### config.mk
export PLATFORM = sky130hd
export DESIGN_NAME = fps_sequencer
export DESIGN_NICKNAME = d
export VERILOG_FILES = /design/src/rtl/fps_pkg.sv /design/src/rtl/fps_latch_if.sv /design/src/rtl/fps_latch_mem.sv /design/src/rtl/fps_sequencer.sv
export SDC_FILE = /design/constraint.sdc
export NUM_CORES = 1
export LEC_CHECK = 0
export BUFFER_PORTS_ARGS = -buffer_cell sky130_fd_sc_hd__buf_2
export CAP_MARGIN = 20
export CORE_ASPECT_RATIO = 0.6
export CORE_MARGIN = 4
export CORE_UTILIZATION = 40
export CTS_BUF_LIST = sky130_fd_sc_hd__clkbuf_16
export DETAILED_ROUTE_END_ITERATION = 7
export PLACE_DENSITY_LB_ADDON = 0.2
export RECOVER_POWER = 50
export SETUP_SLACK_MARGIN = 0.02
export SLEW_MARGIN = 10
export SYNTH_ARGS = -nofsm -noshare
export SYNTH_HDL_FRONTEND = slang
export SYNTH_HIERARCHICAL = 1
export SYNTH_SLANG_ARGS = --single-unit
### constraint.sdc
create_clock -name clk -period 3.9 [get_ports clk]
set_clock_uncertainty 0.1 [all_clocks]
set_input_delay 0.39 -clock clk [delete_from_list [all_inputs] [get_ports clk]]
set_output_delay 0.39 -clock clk [all_outputs]
set_load 0.1 [all_outputs]
### src/rtl/fps_pkg.sv
// Constants, register map and command codes for the flash sequencer.
// Assumes a 100 MHz system clock and a 16-bit register port.
// Notes on behaviour
// - Start bit launches timed operation, self-clears
// - Enable bit clear inhibits every operation
// - Error flag set on bad sequence or abort
// - Erase-select bit chooses erase or program
// - Codes erase four, two or one rows
// - Config, EEPROM and general bulk erases
// - Boot and full erases only in serial mode
// - Row write programs one row from latches
// - Undefined operation codes do nothing
// - Row target taken from last table write
// - Skip-preerase bit affects EEPROM only
// - Key 55h then AAh must precede start
// - Core stalled during program-memory cycle
// - Control bits eleven to seven read zero
// - Table writes fill latches, later overwrite earlier
// - Key register is write-only
package fps_pkg;
    // Register indices on the plain register port
    localparam logic [3:0]  FPS_OFS_CTRL     = 4'h0;
    localparam logic [3:0]  FPS_OFS_KEY      = 4'h2;
    localparam logic [3:0]  FPS_OFS_PAGE     = 4'h4;
    // Control register fields
    localparam int          FPS_BIT_START    = 15;
    localparam int          FPS_BIT_EN       = 14;
    localparam int          FPS_BIT_ERR      = 13;
    localparam int          FPS_BIT_SKIP     = 12;
    localparam int          FPS_BIT_ERASE    = 6;
    localparam logic [15:0] FPS_CTRL_RESET   = 16'h0000;
    localparam logic [7:0]  FPS_KEY_FIRST    = 8'h55;
    localparam logic [7:0]  FPS_KEY_SECOND   = 8'haa;
    // Operation field codes
    localparam logic [5:0]  FPS_OP_ERASE4    = 6'h1a;
    localparam logic [5:0]  FPS_OP_ERASE2    = 6'h19;
    localparam logic [5:0]  FPS_OP_ERASE1    = 6'h18;
    localparam logic [3:0]  FPS_OPH_BOOT     = 4'ha;
    localparam logic [3:0]  FPS_OPH_ALL      = 4'h9;
    localparam logic [3:0]  FPS_OPH_CFG      = 4'h5;
    localparam logic [3:0]  FPS_OPH_EE       = 4'h4;
    localparam logic [3:0]  FPS_OPH_GEN      = 4'h3;
    localparam logic [3:0]  FPS_OPH_WRITE    = 4'h1;
    // Address layout: page above a 16-bit offset, 32 instructions per row
    localparam int          FPS_ADDR_W       = 24;
    localparam int          FPS_ROW_WORDS    = 32;
    localparam int          FPS_IDX_W        = 5;
    localparam logic [23:0] FPS_EE_BASE      = 24'h7ffe00;
    localparam logic [23:0] FPS_MASK_1ROW    = 24'hffffc0;
    localparam logic [23:0] FPS_MASK_2ROW    = 24'hffff80;
    localparam logic [23:0] FPS_MASK_4ROW    = 24'hffff00;
    // Self-timed durations in microseconds
    localparam int          FPS_CLK_MHZ      = 100;
    localparam int          FPS_ERASE_US     = 2000;
    localparam int          FPS_WRITE_US     = 2000;
    localparam int          FPS_ERASE_CYC    = FPS_ERASE_US * FPS_CLK_MHZ;
    localparam int          FPS_WRITE_CYC    = FPS_WRITE_US * FPS_CLK_MHZ;
    localparam int          FPS_CNT_W        = 20;
    // Command presented to the array
    typedef enum logic [3:0] {
        FPS_CMD_NONE   = 4'h0,
        FPS_CMD_ERASE1 = 4'h1,
        FPS_CMD_ERASE2 = 4'h2,
        FPS_CMD_ERASE4 = 4'h3,
        FPS_CMD_CFG    = 4'h4,
        FPS_CMD_EE     = 4'h5,
        FPS_CMD_GEN    = 4'h6,
        FPS_CMD_BOOT   = 4'h7,
        FPS_CMD_ALL    = 4'h8,
        FPS_CMD_WRITE  = 4'h9,
        FPS_CMD_EEWR   = 4'ha
    } fps_cmd_t;
endpackage : fps_pkg

### src/rtl/fps_latch_if.sv
// Carrier between the sequencer and its holding-latch memory.
// Assumes one clock; write lanes are the low word and the high byte.
`timescale 1ns/1ps
`default_nettype none
interface fps_latch_if;
    import fps_pkg::*;
    logic                 wr_lo;
    logic                 wr_hi;
    logic [FPS_IDX_W-1:0] wr_idx;
    logic [15:0]          wr_data;
    logic [FPS_IDX_W-1:0] rd_idx;
    logic [23:0]          rd_data;
    modport ctrl (output wr_lo, output wr_hi, output wr_idx, output wr_data,
                  output rd_idx, input rd_data);
    modport mem  (input wr_lo, input wr_hi, input wr_idx, input wr_data,
                  input rd_idx, output rd_data);
endinterface : fps_latch_if
`default_nettype wire

### src/rtl/fps_latch_mem.sv
// Row of holding latches filled by table writes.
// Assumes one clock; read data come out of a register one cycle later.
`timescale 1ns/1ps
`default_nettype none
module fps_latch_mem #(
    parameter int WORDS = 32
) (
    input  wire logic clk,
    fps_latch_if.mem  lif
);
    import fps_pkg::*;
    logic [23:0] lat_r [WORDS];
    logic [23:0] rd_data_r;

    // Lanes written separately; a later write simply replaces the old value
    always_ff @(posedge clk)
    begin
        if (lif.wr_lo)
            lat_r[lif.wr_idx][15:0] <= lif.wr_data;
        if (lif.wr_hi)
            lat_r[lif.wr_idx][23:16] <= lif.wr_data[7:0];
    end

    // Registered read port
    always_ff @(posedge clk)
    begin
        rd_data_r <= lat_r[lif.rd_idx];
    end

    assign lif.rd_data = rd_data_r;
endmodule : fps_latch_mem
`default_nettype wire

### src/rtl/fps_sequencer.sv
// Program/erase sequencer: control, key and page registers, holding
// latches, command decode, self-timed cycle and core stall.
// Assumes register port and table writes synchronous to clk; the array
// takes arr_start as a one-cycle command and reads latches by index.
//
// The address-and-strobe port and the register addresses were decided locally.
`timescale 1ns/1ps
`default_nettype none
module fps_sequencer
    import fps_pkg::*;
#(
    parameter int ERASE_CYCLES = FPS_ERASE_CYC,
    parameter int WRITE_CYCLES = FPS_WRITE_CYC
) (
    input  wire logic                     clk,
    input  wire logic                     rst_b,
    input  wire logic [3:0]               reg_addr,
    input  wire logic [15:0]              reg_wdata,
    input  wire logic                     reg_wr,
    input  wire logic                     reg_rd,
    output logic [15:0]                   reg_rdata,
    input  wire logic                     tbl_wr,
    input  wire logic                     tbl_hi,
    input  wire logic [15:0]              tbl_offset,
    input  wire logic [15:0]              tbl_data,
    input  wire logic                     serial_mode,
    input  wire logic                     abort_req,
    input  wire logic [fps_pkg::FPS_IDX_W-1:0] arr_rd_idx,
    output logic [23:0]                   arr_rd_data,
    output logic                          arr_start,
    output fps_pkg::fps_cmd_t             arr_cmd,
    output logic [fps_pkg::FPS_ADDR_W-1:0] arr_addr,
    output logic                          arr_abort,
    output logic                          cpu_stall
);
    import fps_pkg::*;

    typedef enum logic [1:0] {
        FPS_ST_IDLE = 2'b01,
        FPS_ST_RUN  = 2'b10
    } fps_state_t;

    fps_state_t            state_r;
    logic                  start_r;
    logic                  en_r;
    logic                  err_r;
    logic                  skip_r;
    logic                  erase_r;
    logic [5:0]            op_r;
    logic [7:0]            page_r;
    logic                  key1_r;
    logic                  unlock_r;
    logic [FPS_ADDR_W-1:0] tgt_r;
    logic [FPS_CNT_W-1:0]  cnt_r;
    logic                  arr_start_r;
    fps_cmd_t              arr_cmd_r;
    logic [FPS_ADDR_W-1:0] arr_addr_r;
    logic                  arr_abort_r;
    logic                  stall_r;
    logic [15:0]           rdata_r;

    logic                  wr_ctrl;
    logic                  wr_key;
    logic                  wr_page;
    logic                  launch;
    logic                  refuse;
    logic                  done;
    fps_cmd_t              cmd_nxt;
    logic                  is_ee;
    logic [FPS_CNT_W-1:0]  dur_nxt;
    logic [FPS_ADDR_W-1:0] addr_nxt;

    fps_latch_if lif ();

    fps_latch_mem #(
        .WORDS (FPS_ROW_WORDS)
    ) u_latch (
        .clk (clk),
        .lif (lif)
    );

    // Map operation field and mode to an array command
    function automatic fps_cmd_t decode_op(input logic erase, input logic [5:0] op,
                                           input logic serial, input logic ee);
        fps_cmd_t c;
        c = FPS_CMD_NONE;
        if (erase)
        begin
            if (op == FPS_OP_ERASE4)
                c = FPS_CMD_ERASE4;
            else if (op == FPS_OP_ERASE2)
                c = FPS_CMD_ERASE2;
            else if (op == FPS_OP_ERASE1)
                c = FPS_CMD_ERASE1;
            else if (op[5:2] == FPS_OPH_CFG)
                c = FPS_CMD_CFG;
            else if (op[5:2] == FPS_OPH_EE)
                c = FPS_CMD_EE;
            else if (op[5:2] == FPS_OPH_GEN)
                c = FPS_CMD_GEN;
            else if (op[5:2] == FPS_OPH_BOOT && serial)
                c = FPS_CMD_BOOT;
            else if (op[5:2] == FPS_OPH_ALL && serial)
                c = FPS_CMD_ALL;
        end
        else if (op[5:2] == FPS_OPH_WRITE)
            c = ee ? FPS_CMD_EEWR : FPS_CMD_WRITE;
        return c;
    endfunction : decode_op

    // Row-aligned start address for the chosen block size
    function automatic logic [FPS_ADDR_W-1:0] align_addr(input fps_cmd_t c,
                                                         input logic [FPS_ADDR_W-1:0] a);
        logic [FPS_ADDR_W-1:0] r;
        r = a;
        unique case (c)
            FPS_CMD_ERASE2: r = a & FPS_MASK_2ROW;
            FPS_CMD_ERASE4: r = a & FPS_MASK_4ROW;
            FPS_CMD_ERASE1,
            FPS_CMD_WRITE:  r = a & FPS_MASK_1ROW;
            default:        r = a;
        endcase
        return r;
    endfunction : align_addr

    // Bus decode
    assign wr_ctrl = reg_wr && (reg_addr == FPS_OFS_CTRL);
    assign wr_key  = reg_wr && (reg_addr == FPS_OFS_KEY);
    assign wr_page = reg_wr && (reg_addr == FPS_OFS_PAGE);

    // Start attempt: accepted only when unlocked and enabled
    assign is_ee   = (tgt_r >= FPS_EE_BASE);
    assign launch  = wr_ctrl && reg_wdata[FPS_BIT_START] && state_r == FPS_ST_IDLE
                     && unlock_r && reg_wdata[FPS_BIT_EN];
    assign refuse  = wr_ctrl && reg_wdata[FPS_BIT_START] && state_r == FPS_ST_IDLE
                     && !(unlock_r && reg_wdata[FPS_BIT_EN]);
    assign cmd_nxt = decode_op(reg_wdata[FPS_BIT_ERASE], reg_wdata[5:0], serial_mode, is_ee);
    assign addr_nxt = align_addr(cmd_nxt, tgt_r);
    assign done    = (state_r == FPS_ST_RUN) && (cnt_r == '0);

    // Duration; an EEPROM write without skip-preerase erases first
    always_comb
    begin
        dur_nxt = FPS_CNT_W'(ERASE_CYCLES);
        if (cmd_nxt == FPS_CMD_NONE)
            dur_nxt = '0;
        else if (cmd_nxt == FPS_CMD_WRITE)
            dur_nxt = FPS_CNT_W'(WRITE_CYCLES);
        else if (cmd_nxt == FPS_CMD_EEWR)
            dur_nxt = skip_r ? FPS_CNT_W'(WRITE_CYCLES)
                             : FPS_CNT_W'(WRITE_CYCLES + ERASE_CYCLES);
    end

    // Key sequence: 55h then AAh opens one following register write
    always_ff @(posedge clk or negedge rst_b)
    begin
        if (!rst_b)
        begin
            key1_r   <= 1'b0;
            unlock_r <= 1'b0;
        end
        else if (wr_key)
        begin
            key1_r   <= (reg_wdata[7:0] == FPS_KEY_FIRST);
            unlock_r <= key1_r && (reg_wdata[7:0] == FPS_KEY_SECOND);
        end
        else if (reg_wr)
        begin
            key1_r   <= 1'b0;
            unlock_r <= 1'b0;  // Any other write closes the window
        end
    end

    // Sequencer state and self-timed counter
    always_ff @(posedge clk or negedge rst_b)
    begin
        if (!rst_b)
        begin
            state_r <= FPS_ST_IDLE;
            cnt_r   <= '0;
        end
        else
        begin
            unique case (state_r)
                FPS_ST_IDLE:
                begin
                    if (launch)
                    begin
                        state_r <= FPS_ST_RUN;
                        cnt_r   <= dur_nxt;
                    end
                end
                FPS_ST_RUN:
                begin
                    if (done || abort_req)
                        state_r <= FPS_ST_IDLE;
                    else
                        cnt_r <= cnt_r - 1'b1;
                end
            endcase
        end
    end

    // Control register; start bit only settable, cleared by hardware
    always_ff @(posedge clk or negedge rst_b)
    begin
        if (!rst_b)
        begin
            start_r <= FPS_CTRL_RESET[FPS_BIT_START];
            en_r    <= FPS_CTRL_RESET[FPS_BIT_EN];
            skip_r  <= FPS_CTRL_RESET[FPS_BIT_SKIP];
            erase_r <= FPS_CTRL_RESET[FPS_BIT_ERASE];
            op_r    <= FPS_CTRL_RESET[5:0];
        end
        else
        begin
            if (launch)
                start_r <= 1'b1;
            else if (done || abort_req)
                start_r <= 1'b0;
            if (wr_ctrl && state_r == FPS_ST_IDLE)
            begin
                en_r    <= reg_wdata[FPS_BIT_EN];
                skip_r  <= reg_wdata[FPS_BIT_SKIP];
                erase_r <= reg_wdata[FPS_BIT_ERASE];
                op_r    <= reg_wdata[5:0];
            end
        end
    end

    // Error flag: hardware set wins over a software clear
    always_ff @(posedge clk or negedge rst_b)
    begin
        if (!rst_b)
            err_r <= FPS_CTRL_RESET[FPS_BIT_ERR];
        else if (refuse || (state_r == FPS_ST_RUN && abort_req))
            err_r <= 1'b1;
        else if (launch)
            err_r <= 1'b0;
        else if (wr_ctrl)
            err_r <= reg_wdata[FPS_BIT_ERR];
    end

    // Page register and target captured from the last table write
    always_ff @(posedge clk or negedge rst_b)
    begin
        if (!rst_b)
        begin
            page_r <= '0;
            tgt_r  <= '0;
        end
        else
        begin
            if (wr_page)
                page_r <= reg_wdata[7:0];
            if (tbl_wr && state_r == FPS_ST_IDLE)
                tgt_r <= {page_r, tbl_offset};
        end
    end

    // Table writes go to latches only; refused while a cycle runs
    assign lif.wr_lo   = tbl_wr && !tbl_hi && state_r == FPS_ST_IDLE;
    assign lif.wr_hi   = tbl_wr && tbl_hi && state_r == FPS_ST_IDLE;
    assign lif.wr_idx  = tbl_offset[FPS_IDX_W:1];
    assign lif.wr_data = tbl_data;
    assign lif.rd_idx  = arr_rd_idx;

    // Array command, abort pulse and core stall
    always_ff @(posedge clk or negedge rst_b)
    begin
        if (!rst_b)
        begin
            arr_start_r <= 1'b0;
            arr_cmd_r   <= FPS_CMD_NONE;
            arr_addr_r  <= '0;
            arr_abort_r <= 1'b0;
            stall_r     <= 1'b0;
        end
        else
        begin
            arr_start_r <= launch && (cmd_nxt != FPS_CMD_NONE);
            arr_abort_r <= (state_r == FPS_ST_RUN) && abort_req && !done;
            if (launch)
            begin
                arr_cmd_r  <= cmd_nxt;
                arr_addr_r <= addr_nxt;
            end
            // EEPROM work runs in the background; program memory halts the core
            if (launch)
                stall_r <= (cmd_nxt != FPS_CMD_NONE) && (cmd_nxt != FPS_CMD_EE)
                           && (cmd_nxt != FPS_CMD_EEWR);
            else if (done || abort_req)
                stall_r <= 1'b0;
        end
    end

    // Read data one cycle after the strobe; key reads as zero
    always_ff @(posedge clk or negedge rst_b)
    begin
        if (!rst_b)
            rdata_r <= '0;
        else if (reg_rd)
        begin
            unique case (reg_addr)
                FPS_OFS_CTRL: rdata_r <= {start_r, en_r, err_r, skip_r, 5'h00,
                                          erase_r, op_r};
                FPS_OFS_PAGE: rdata_r <= {8'h00, page_r};
                default:      rdata_r <= 16'h0000;
            endcase
        end
        else
            rdata_r <= 16'h0000;
    end

    assign reg_rdata   = rdata_r;
    assign arr_rd_data = lif.rd_data;
    assign arr_start   = arr_start_r;
    assign arr_cmd     = arr_cmd_r;
    assign arr_addr    = arr_addr_r;
    assign arr_abort   = arr_abort_r;
    assign cpu_stall   = stall_r;
endmodule : fps_sequencer
`default_nettype wire

==> impl_metrics.ini <==
[cts]
clk_pin_slew_ns = 0.06
cts_tree = built
postCtsResizedCells = 0
cts_inserted_buffers = 84
clkLatencyLatePin_ns = 0.65
postCtsSetupRepairBufs = 0
h-tree-depth = 3
root_buffer = clkbuf_16
clock_sinks = 902
clockBufferDepth = 3

[sta]
tns_ns = 0
tightestPinTransition_ns = 2.47
rsz0062_at_grt = false
setup_viol = 0
timing.slew.headroom_pct = -64.7
max_freq_ghz = 0.292
hold_viol = 0
period_minus_slack_ns = 3.42
finalCritPeriodShare_pct = 87.8
maxSlewViolCount = 523

[finish]
final_cell_mix = 768 x edfxtp_1, 384 x mux2i_1, 109 x dfrtp_1
drive_gt1_share_pct = 15.2
layout_commonest_cell = edfxtp_1
nFillCells = 7524
fin_cells = 3615
final_nets = 2451
areaGrowthSynthToFinish_pct = 14.2

[yosys]
ys_types = 75
syn_inst = 2180
synth_edf_count = 768
yosys_warnings = 6
syn_area_sq_mm = 0.0356
ys_seq_area_share_pct = 73.8
yosysTopAreaCell = edfxtp_1
async_reset_ff_share_pct = 12.2
synth-main-ff-cell = edfxtp_1
postSynthAreaPerCell_sq_um = 16.3
synth-seq-cells = 902
synth_top_area_share_pct = 64.7
yosys-top-cells-area = edfxtp_1 65%, mux2i_1 11%, dfrtp_1 7.7%, mux2_2 1.7%, a22o_1 1.5%

[die]
die_x_microns = 393
die_h_microns = 239
pin_count = 136
start_util_pct = 40.5
rows = 84
dieArea_sq_mm = 0.0941
fp.coreArea_sq_mm = 0.0880

[pwr]
ir_worst_vdd_v = 0.000345
p_per_area_mw_per_mm2 = 520
power.leakage_nw = 14.9

[global_routing]
antenna_found_initial = 2
grt_usage_pct = 18.1
grt_pass1_vias = 19500
gr-total-overflow = 0
grt_max_degree = 79
grt_pass1_wl_microns = 126000

[drt]
drc = 0
wl_microns = 84900
drt_iter0_markers = 1578
dr.pass1.iters = 5
routed-via-count = 19500
via_per_inst = 5.39
detail_route.wl_per_cell_microns = 23.5
ant_nets = 0

[setup_path]
path_max_fanout = 11
required_ns = 4.39
path_class = flop to flop
cp-end-kind = flop
ff2ff_setup_slack_ns = 0.48
start_kind = flop
cp.arrival_ns = 3.92

[run_status]
violations = max-capacitance violations, max-slew violations
status = finished with violations

[run]
maxCapViolCount = 13

[placed_design]
io_buffers = 127
hpwl_microns = 53700
place_congestion = 0.813
numPlacedInstances = 3429

[hold_path]
hp-class = primary input to flop
## through the flow
stage               instance area, sq um  utilization [%]  power, mW  hold slack (ns)  worst slack, ns
global placement                   37800             43.0       13.2            0.359            0.848
finish                             40700             46.3       21.2           0.0536            0.477
CTS                                40800             46.4       21.4          0.00368            0.593
global route                       40700             46.3       22.0           0.0404            0.267
detailed placement                 37800             43.0       13.3            0.355            0.848
floorplan                          35600                -       12.6         -0.00559            0.705
## synth_stat cells, drive strengths merged, types with 9 or more instances
master	number
inv	9
a21oi	88
o21ai	19
buf	78
a22oi	73
nand2	107
dfxtp	24
mux2i	384
nor2	96
dfrtp	109
nand3	88
nor3	34
a31oi	28
a22o	62
clkbuf	51
nand3b	9
edfxtp	768
mux2	55
## final timing paths
path	start	endpoint	cells past startpoint
worst max-delay path	state_r[0]	err_r	7
worst min-delay path	tbl_offset[3]	tgt_r[3]	2
worst max register to register	state_r[0]	err_r	7
worst min register to register	start_r	start_r	2
max in group asynchronous	rst_b	op_r[0]	3
min in group asynchronous	rst_b	arr_addr[17]	2
## flip-flops by register name, indices dropped and copies added, names as in the netlist
signal / cells
cpu_stall: 1
key1_r: 1
state_r: 2
erase_r: 1
skip_r: 1
cnt_r: 20
tgt_r: 24
u_latch/lat_r: 768
unlock_r: 1
err_r: 1
arr_start: 1
arr_cmd: 4
reg_rdata: 12
arr_abort: 1
page_r: 8
en_r: 1
arr_addr: 24
op_r: 6
u_latch/lif.rd_data: 24
start_r: 1
## area by class of cell
| class | instances | area (sq um) | share of cell area, % |
|---|---|---|---|
| antenna | 1 | 2.50 | 0.00615 |
| clock buffer | 87 | 2180 | 5.35 |
| clock inverter | 67 | 518 | 1.27 |
| inverter | 9 | 33.8 | 0.0830 |
| multi-input combinational | 1143 | 8570 | 21.1 |
| sequential | 902 | 26300 | 64.6 |
| tap | 1161 | 1450 | 3.57 |
| timing repair buffer | 245 | 1640 | 4.03 |
## worst max-delay path, cell delays in order (launching register included)
cell and delay, ns:
dfstp_1 0.53, nor2b_1 0.45, nand3_1 0.64, o21ai_0 0.36, a41oi_1 0.08, dlygate4sd3_1 0.60
nand2_1 0.06, dlygate4sd3_1 0.53
## where the power goes
part	internal, mW	switching, mW
combinational	0.706	1.39
clock	4.52	3.53
sequential	10.8	0.228
## cell families after synthesis
group                    Yosys count  share of synthesized area (%)
AND/OR/NAND/NOR                  395                           5.41
AO/OA/AOI/OAI                    295                           5.72
buffers and inverters            138                           2.25
flip-flops                       902                           73.8
other                              1                         0.0105
XOR/XNOR                           9                          0.221
multiplexers                     439                           12.5
adder cells (fa/ha/maj)            1                         0.0351
## what timing repair did
item                                   4_1_cts  5_1_grt
endpoints found under the hold margin       93        0
setup endpoints to repair                    0        0
hold buffers                                30        0
## routing by layer
metal  GRT usage [%]  routed length (microns)  vias to the layer above
li1                -                        -                     8859
met1            27.9                    41700                    10000
met2            26.4                    37000                      496
met3            3.10                     4620                      111
met4            4.67                     1600                        0
met5               0                        0                        -
No activity file was read; power rests on OpenSTA's default activity.
